### src/spi_frame_pkg.sv
// Summary of operation
// - Select fall starts frame, rise ends it.
// - Sample input on rising, shift output falling.
// - Under 16 bits: discard, flag error next.
// - Over 16 bits accepted for daisy chains.
// - Command: write flag, address, data, parity, toggle.
// - Odd parity over bits 15 to 1.
// - Expected toggle bit is 0 after reset.
// - Wrong toggle bit flags error next reply.
// - Reply: error, address, data, parity, toggle.
// - Reply answers the previous frame's command.
// - Fallback mode blocks write commands.
// - Sleep ignores frames, output stays undriven.
`default_nettype none
package spi_frame_pkg;
  localparam int FRAME_BITS = 16;
  localparam logic [4:0] FRAME_LEN = 5'h10;
  localparam logic [4:0] CNT_SAT = 5'h11;
  localparam int POS_RW = 15;
  localparam int POS_ADDR = 10;
  localparam int POS_DATA = 2;
  localparam int POS_PAR = 1;
  localparam int POS_TGL = 0;
  localparam logic TGL_RESET = 1'b0;
  localparam logic [15:0] REPLY_RESET = 16'h0000;
  // Register byte addresses on the system bus.
  localparam logic [7:0] ADR_CTRL = 8'h00;
  localparam logic [7:0] ADR_STATUS = 8'h04;
  localparam logic [7:0] ADR_MASK = 8'h08;
  localparam logic [7:0] ADR_LAST = 8'h0C;
  localparam logic [7:0] ADR_LINK = 8'h10;
  // Control bits.
  localparam int CTRL_SLEEP = 0;
  localparam int CTRL_LIMP = 1;
  localparam logic [1:0] CTRL_RESET = 2'h0;
  // Event bits shared by status and mask.
  localparam int EV_OK = 0;
  localparam int EV_ERR = 1;
  localparam int EV_BLOCK = 2;
  localparam logic [2:0] EV_RESET = 3'h0;
  localparam logic [1:0] HTRANS_NONSEQ = 2'h2;
  typedef enum logic [1:0] {
    ST_IDLE = 2'b00,
    ST_WRITE = 2'b01,
    ST_WAIT = 2'b10,
    ST_BUILD = 2'b11
  } frame_st_t;
endpackage
`default_nettype wire

### src/spi_reg_mem.sv
`default_nettype none
// Thirty-two eight-bit device registers with a registered read port.
module spi_reg_mem
  import spi_frame_pkg::*;
(
  input wire logic i_clk,
  input wire logic i_we,
  input wire logic [4:0] i_waddr,
  input wire logic [7:0] i_wdata,
  input wire logic [4:0] i_raddr,
  output logic [7:0] o_rdata
);
  logic [7:0] mem [0:31];
  // Write and read each take one edge; a read sees a write one cycle later.
  always_ff @(posedge i_clk)
  begin
    if (i_we)
    begin
      mem[i_waddr] <= i_wdata;
    end
    o_rdata <= mem[i_raddr];
  end
endmodule
`default_nettype wire

### src/safety_spi_slave_frame_logic.sv
`default_nettype none
// Serial slave frame logic with a bus slave for control and interrupts.
module safety_spi_slave_frame_logic
  import spi_frame_pkg::*;
(
  input wire logic I_CLK,
  input wire logic I_RST_B,
  input wire logic I_HSEL,
  input wire logic [31:0] I_HADDR,
  input wire logic [1:0] I_HTRANS,
  input wire logic I_HWRITE,
  input wire logic [2:0] I_HSIZE,
  input wire logic [31:0] I_HWDATA,
  input wire logic I_HREADY,
  output logic [31:0] O_HRDATA,
  output logic O_HREADYOUT,
  output logic O_HRESP,
  output logic O_IRQ,
  input wire logic I_SCLK,
  input wire logic I_CHIP_SELECT_N,
  input wire logic I_MOSI,
  output logic O_MISO,
  output logic O_MISO_OE
);
  typedef struct packed {
    logic sclk_m;
    logic sclk_s;
    logic sclk_d;
    logic cs_m;
    logic cs_s;
    logic cs_d;
    logic mosi_m;
    logic mosi_s;
    logic in_bit;
    logic [15:0] rx;
    logic [15:0] tx;
    logic [4:0] cnt;
    logic exp_tgl;
    logic err_pend;
    frame_st_t st;
    logic [15:0] frame;
    logic [15:0] reply;
    logic [15:0] last;
    logic [1:0] ctrl;
    logic [2:0] sts;
    logic [2:0] mask;
    logic a_act;
    logic a_wr;
    logic [7:0] a_addr;
    logic [31:0] hrdata;
  } state_t;

  state_t s_r;
  state_t s_nxt;
  logic [7:0] mem_rdata;
  logic mem_we;
  logic sclk_rise;
  logic sclk_fall;
  logic cs_fall;
  logic cs_rise;
  logic in_frame;
  logic sleep;
  logic limp;
  logic [2:0] ev;
  logic [2:0] w1c;

  // Odd parity: the check bit, taken over bits 15..2, makes the ones over bits 15..1 odd.
  function automatic logic odd_bit(input logic [13:0] bits);
    odd_bit = ~(^bits);
  endfunction

  // Selects one of the own bus registers.
  function automatic logic hit(input logic [7:0] a, input logic [7:0] r);
    hit = (a == r);
  endfunction

  // Command store, addressed by the last valid frame for both write and read.
  spi_reg_mem spi_reg_mem_i (
    .i_clk(I_CLK),
    .i_we(mem_we),
    .i_waddr(s_r.frame[POS_ADDR +: 5]),
    .i_wdata(s_r.frame[POS_DATA +: 8]),
    .i_raddr(s_r.frame[POS_ADDR +: 5]),
    .o_rdata(mem_rdata)
  );

  // Edge detection works only on the second synchroniser stage.
  assign sleep = s_r.ctrl[CTRL_SLEEP];
  assign limp = s_r.ctrl[CTRL_LIMP];
  assign in_frame = ~s_r.cs_s & ~sleep;
  assign sclk_rise = s_r.sclk_s & ~s_r.sclk_d & in_frame;
  assign sclk_fall = ~s_r.sclk_s & s_r.sclk_d & in_frame;
  assign cs_fall = ~s_r.cs_s & s_r.cs_d;
  assign cs_rise = s_r.cs_s & ~s_r.cs_d;
  // Fallback keeps the frame valid but holds the store's write strobe low.
  assign mem_we = (s_r.st == ST_WRITE) && s_r.frame[POS_RW] && !limp;

  // Next-state logic of the whole block.
  always_comb
  begin
    s_nxt = s_r;
    ev = 3'h0;
    w1c = 3'h0;
    // Two-stage synchronisers for the link pins.
    s_nxt.sclk_m = I_SCLK;
    s_nxt.sclk_s = s_r.sclk_m;
    s_nxt.sclk_d = s_r.sclk_s;
    s_nxt.cs_m = I_CHIP_SELECT_N;
    s_nxt.cs_s = s_r.cs_m;
    s_nxt.cs_d = s_r.cs_s;
    s_nxt.mosi_m = I_MOSI;
    s_nxt.mosi_s = s_r.mosi_m;

    // Frame start loads the answer to the previous command.
    if (cs_fall && !sleep)
    begin
      s_nxt.tx = s_r.reply;
      s_nxt.cnt = 5'h00;
    end
    // Capture on rising serial clock edges, keeping the last 16 bits.
    if (sclk_rise)
    begin
      s_nxt.rx = {s_r.rx[14:0], s_r.mosi_s};
      s_nxt.in_bit = s_r.mosi_s;
      // The count saturates, so any frame of 16 or more bits passes.
      if (s_r.cnt != CNT_SAT)
      begin
        s_nxt.cnt = s_r.cnt + 5'h01;
      end
    end
    // Shift out on falling edges; captured bits follow so a chain passes through.
    if (sclk_fall)
    begin
      s_nxt.tx = {s_r.tx[14:0], s_r.in_bit};
    end

    // Frame end checks length, parity and toggle bit.
    if (cs_rise && !sleep && s_r.st == ST_IDLE)
    begin
      // Only the first failing check counts; all share one error flag.
      if (s_r.cnt < FRAME_LEN)
      begin
        s_nxt.err_pend = 1'b1;
        s_nxt.st = ST_BUILD;
        ev[EV_ERR] = 1'b1;
      end
      else if (odd_bit(s_r.rx[15:2]) != s_r.rx[POS_PAR])
      begin
        s_nxt.err_pend = 1'b1;
        s_nxt.st = ST_BUILD;
        ev[EV_ERR] = 1'b1;
      end
      else if (s_r.rx[POS_TGL] != s_r.exp_tgl)
      begin
        s_nxt.err_pend = 1'b1;
        s_nxt.st = ST_BUILD;
        ev[EV_ERR] = 1'b1;
      end
      else
      begin
        s_nxt.frame = s_r.rx;
        s_nxt.last = s_r.rx;
        s_nxt.exp_tgl = ~s_r.exp_tgl;
        s_nxt.err_pend = 1'b0;
        s_nxt.st = ST_WRITE;
        ev[EV_OK] = 1'b1;
      end
    end

    // Execute, wait for read data, then build the reply.
    case (s_r.st)
      ST_IDLE:
      begin
        // Waits for a frame end; the checks above move the state on.
      end
      ST_WRITE:
      begin
        // A blocked write is only reported, never executed.
        if (s_r.frame[POS_RW] && limp)
        begin
          ev[EV_BLOCK] = 1'b1;
        end
        s_nxt.st = ST_WAIT;
      end
      ST_WAIT:
      begin
        // The read port shows a fresh write only one edge later.
        s_nxt.st = ST_BUILD;
      end
      ST_BUILD:
      begin
        if (s_r.err_pend)
        begin
          // A failed frame keeps the old address and sends no data.
          s_nxt.reply[15] = 1'b1;
          s_nxt.reply[POS_DATA +: 8] = 8'h00;
        end
        else
        begin
          s_nxt.reply[15] = 1'b0;
          s_nxt.reply[POS_ADDR +: 5] = s_r.frame[POS_ADDR +: 5];
          s_nxt.reply[POS_DATA +: 8] = mem_rdata;
        end
        s_nxt.reply[POS_TGL] = s_r.exp_tgl;
        s_nxt.st = ST_IDLE;
      end
      default:
      begin
        // Unused codes fall back to idle.
        s_nxt.st = ST_IDLE;
      end
    endcase
    // The check bit is made last, over the reply fields just built.
    if (s_r.st == ST_BUILD)
    begin
      s_nxt.reply[POS_PAR] = odd_bit(s_nxt.reply[15:2]);
    end

    // Bus address phase is captured; reads answer from a register.
    s_nxt.a_act = 1'b0;
    if (I_HSEL && I_HREADY && I_HTRANS == HTRANS_NONSEQ)
    begin
      s_nxt.a_act = 1'b1;
      s_nxt.a_wr = I_HWRITE;
      s_nxt.a_addr = I_HADDR[7:0];
      if (!I_HWRITE)
      begin
        s_nxt.hrdata = 32'h0000_0000;
        if (hit(I_HADDR[7:0], ADR_CTRL))
        begin
          s_nxt.hrdata[1:0] = s_r.ctrl;
        end
        if (hit(I_HADDR[7:0], ADR_STATUS))
        begin
          s_nxt.hrdata[2:0] = s_r.sts;
        end
        if (hit(I_HADDR[7:0], ADR_MASK))
        begin
          s_nxt.hrdata[2:0] = s_r.mask;
        end
        if (hit(I_HADDR[7:0], ADR_LAST))
        begin
          s_nxt.hrdata[15:0] = s_r.last;
        end
        if (hit(I_HADDR[7:0], ADR_LINK))
        begin
          s_nxt.hrdata[2:0] = {s_r.cs_s, s_r.err_pend, s_r.exp_tgl};
        end
      end
    end
    // Bus data phase of a write.
    if (s_r.a_act && s_r.a_wr)
    begin
      if (hit(s_r.a_addr, ADR_CTRL))
      begin
        s_nxt.ctrl = I_HWDATA[1:0];
      end
      if (hit(s_r.a_addr, ADR_MASK))
      begin
        s_nxt.mask = I_HWDATA[2:0];
      end
      if (hit(s_r.a_addr, ADR_STATUS))
      begin
        w1c = I_HWDATA[2:0];
      end
    end
    // A new event wins over a clear in the same cycle.
    s_nxt.sts = (s_r.sts & ~w1c) | ev;
  end

  // The single state register of the block.
  always_ff @(posedge I_CLK or negedge I_RST_B)
  begin
    if (!I_RST_B)
    begin
      s_r <= '0;
      // Select stages reset high so no false frame edge follows reset.
      s_r.sclk_m <= 1'b0;
      s_r.cs_m <= 1'b1;
      s_r.cs_s <= 1'b1;
      s_r.cs_d <= 1'b1;
      s_r.exp_tgl <= TGL_RESET;
      s_r.reply <= REPLY_RESET;
      s_r.ctrl <= CTRL_RESET;
      s_r.sts <= EV_RESET;
      s_r.mask <= EV_RESET;
      s_r.st <= ST_IDLE;
    end
    else
    begin
      s_r <= s_nxt;
    end
  end

  // Outputs: data from flip-flops, output enable only inside a frame.
  assign O_MISO = s_r.tx[15];
  assign O_MISO_OE = in_frame;
  assign O_HRDATA = s_r.hrdata;
  // The bus never stalls and always answers OKAY.
  assign O_HREADYOUT = 1'b1;
  assign O_HRESP = 1'b0;
  assign O_IRQ = |(s_r.sts & s_r.mask);
endmodule
`default_nettype wire

### config.mk
export PLATFORM = sky130hd
export DESIGN_NAME = safety_spi_slave_frame_logic
export DESIGN_NICKNAME = d
export VERILOG_FILES = /design/src/spi_frame_pkg.sv /design/src/spi_reg_mem.sv /design/src/safety_spi_slave_frame_logic.sv
export SDC_FILE = /design/constraint.sdc
export NUM_CORES = 1
export LEC_CHECK = 0
export BUFFER_PORTS_ARGS = -buffer_cell sky130_fd_sc_hd__buf_2
export CAP_MARGIN = 25
export CORE_UTILIZATION = 50
export DETAILED_ROUTE_END_ITERATION = 10
export GPL_TIMING_DRIVEN = 0
export PLACE_DENSITY = 0.81
export REMOVE_ABC_BUFFERS = 1
export SLEW_MARGIN = 10
export SYNTH_ARGS = -nofsm -noshare
export SYNTH_HDL_FRONTEND = slang
export SYNTH_SLANG_ARGS = --single-unit
### constraint.sdc
create_clock -name I_CLK -period 2.25 [get_ports I_CLK]
set_clock_uncertainty 0.15 [all_clocks]
set_input_delay 0 -clock I_CLK [delete_from_list [all_inputs] [get_ports I_CLK]]
set_output_delay 0 -clock I_CLK [all_outputs]
set_load 0.1 [all_outputs]
==> impl_metrics.toml <==
[route]
initialDrtViolationCount = 705
post_drt_antenna_nets = 0
detail_route.vias_per_cell = 6.04
drc = 0
via_count = 8457
drt_pass1_iterations = 7
routed_wire_length_per_instance_um = 24.3
routed_wirelength_um = 34000

[worst_setup_path]
timing.critical_path.required_ns = 2.27
worst-endpoint-arrival_ns = 2.32
critical_path.startpoint_type = "flip-flop"
crit_path_max_incr_delay_ns = 0.60
critical_path.reg2reg.endpoint = "spi_reg_mem_i.mem[24][4]$_DFFE_PP_"
crit_family = "simple AND/OR/NAND/NOR gates"
r2r-start = "s_r[99]$_DFFE_PN0P_"
first_element_of_the_critical_path = "s_r[99]$_DFFE_PN0P_"
crit_path_cell_trace = "inv_2 > ha_4 > nand3b_1 > or3_4 > nor2_4"
crit_buf_inv = 1
r2r_cells = 5
regToRegSetupSlack_ns = -0.05
cp.depth = 5
setup.worst_path.end_class = "flip-flop"
critical_path.max_fanout = 8
setup.worst_path.end = "spi_reg_mem_i.mem[24][4]$_DFFE_PP_"
critPathSlowestCell = "or3_4"
path_class = "reg -> reg"

[synthesis]
ys_async_sr_fraction = 0.303
cell_taking_the_most_area_after_synthesis = "edfxtp_1"
postSynth.topFlopCell = "edfxtp_1"
count_of_flip_flops_with_a_built_in_enable_after_synthesis = 256
syn-cell-area_um2 = 15200
synth_cells = 893
synth_area_per_cell_um2 = 17.0
synth_warnings = 0
yosys_register_bits = 379
synth_largest_type_area_fraction = 0.506
synth.distinct_cells = 56
ys_top_cells_by_area = "edfxtp_1 51%, dfrtp_1 18%, mux4_2 9.8%"
synth_sequential_area_ratio = 0.706

[final_layout]
drive_gt1_frac = 0.311
num-nets-final = 1072
fin_cells = 1401
mostFrequentLayoutCell = "edfxtp_1"
final.fill_count = 1965
area_delta_synth_final_pct = 18.7
mostFrequentLayoutCells = "256 x edfxtp_1, 107 x dfrtp_1, 84 x nand2_1, 66 x mux4_2, 51 x a22oi_1"
antennaDiodeCount = 0

[floorplanning]
core_area_um2 = 29800
boundaryPins = 114
width_of_the_chip_um = 176
chipHeight_um = 176
die_area_um2 = 31100
starting_density = 0.510
placementRows = 63

[timing]
max_slew_margin = 0.358
final.hold.worst_slack_ns = 0.0420
tns_ns = -1.04
finalCritPeriodShare = 1.02
slew_violations = 0
rsz0062_at_grt = "true"
worst_slew_pin_slew_ns = 0.956
report.final.setup_viol = 50
final_hold_viol_count = 0
period_minus_slack_ns = 2.30
finalWorstSetupSlack_ns = -0.0469
clock.fmax_mhz = 435

[placement]
pre_cts_slack_ns = -0.627
numPlacedInstances = 1273
detailedPlacementHpwl_um = 18000
place_congestion = 0.799
port-buffer-count = 39

[cts]
clockRootBuffer = "clkbuf_16"
ctsHtreeMaxLevel = 2
cts-buffers-inserted = 37
cts_sinks = 379
clockBufferDepth = 3
tritoncts = "built"
worst_skew_pair.late_latency_ns = 0.51
clk_pin_slew_ns = 0.07

[global_route]
first_pass_grt_wire_length_um = 50400
gr-total-overflow = 0
track_usage = 0.218
vias_in_the_first_global_route = 8484
grt_max_degree = 74
grt_antenna_before_repair = 0

[run_status]
violated_checks = "negative setup slack"
status = "complete, but fails checks"

[hold_path]
hp-class = "in -> reg"

[power]
pwr_per_cell_area_nw_per_um2 = 825
cellLeakagePower_nw = 6.58
max-vdd-ir-drop_v = 0.000521

[job]
max-cap-violations = 0
## metrics by stage
stage,instance area (um^2),utilization,power [mW]
after global routing,18100,0.606,15.3
final,18100,0.606,14.9
after global placement,15500,0.521,9.04
after CTS,17800,0.598,14.8
after detailed placement,15700,0.527,9.09
after floorplan,14800,-,8.83
## sequential cells by signal, summed over array words and instances (netlist names)
signal,count
spi_reg_mem_i.mem,256
s_nxt,5
s_r,92
spi_reg_mem_i.o_rdata,8
limp,1
O_MISO,1
O_HRDATA,16
## worst register-to-register path: stages, from the launching register on
cell and delay, ns:
dfrtp_1 0.43, inv_2 0.12, ha_4 0.16, nand3b_1 0.20
or3_4 0.60, nor2_4 0.31
## cell type report
class | count | area (um^2) | share of cell area
flip-flops and latches | 379 | 10700 | 0.595
multi-input cells | 440 | 4410 | 0.244
repair buffers | 114 | 1250 | 0.0693
clock buffers | 40 | 937 | 0.0519
well taps | 390 | 488 | 0.0270
clock inverters | 22 | 159 | 0.00880
inverters | 16 | 60.1 | 0.00333
## cells by family after synthesis
logic type	Yosys count	synth area share
AO/OA/AOI/OAI	94	0.0449
XOR/XNOR	25	0.0199
adder cells (fa/ha/maj)	7	0.00576
buffers and inverters	90	0.0323
flip-flops	379	0.706
multiplexers	114	0.135
other	2	0.000494
AND/OR/NAND/NOR	182	0.0558
## repair_timing
item / 4_1_cts / 5_1_grt
setup buffers: 24 / 7
pin swaps: 12 / 9
endpoints found under the setup margin: 306 / 293
endpoints found under the hold margin: 150 / 0
gates resized for setup: 81 / 18
hold buffers: 28 / 0
cloned: 2 / 0
## synth_stat cells, types with 7 or more instances
cell	number
mux4_2	66
buf_2	8
mux2_4	8
inv_1	15
clkbuf_1	26
buf_4	34
a22o_1	13
dfxtp_1	8
nor2_1	46
a22oi_1	52
dfrtp_1	112
nand4_1	11
ha_1	7
nand2_1	86
xnor2_1	15
edfxtp_1	256
mux2_2	38
o21ai_0	17
## power by group
group          leakage (nW)  internal, mW  switching, mW  total (mW)
clock                 0.538          3.23           2.51        5.74
sequential             3.96          7.61          0.212        7.82
combinational          2.09         0.576          0.752        1.33
## how the worst min path moves through the flow
stage	end	startpoint	depth (start not counted)	slack, ns
global placement	s_nxt[143]$_DFF_PN1_	I_CHIP_SELECT_N	1	-0.04
finish	O_HRDATA[0]$_DFFE_PN0P_	I_HWRITE	3	0.04
detailed placement	s_r[117]$_DFFE_PN0P_	I_RST_B	1	-0.20
CTS	O_HRDATA[0]$_DFFE_PN0P_	I_HWRITE	3	0.03
floorplan	O_HRDATA[0]$_DFFE_PN0P_	I_RST_B	0	-0.45
global route	s_r[40]$_DFFE_PN0P_	I_HWRITE	3	0.09
## per-layer routing
layer	track usage	routed length [um]
met1	0.284	12900
met2	0.354	17000
met3	0.0457	2480
met4	0.0999	1550
met5	0	0
Note: power is estimated with default switching activity, not from simulation.
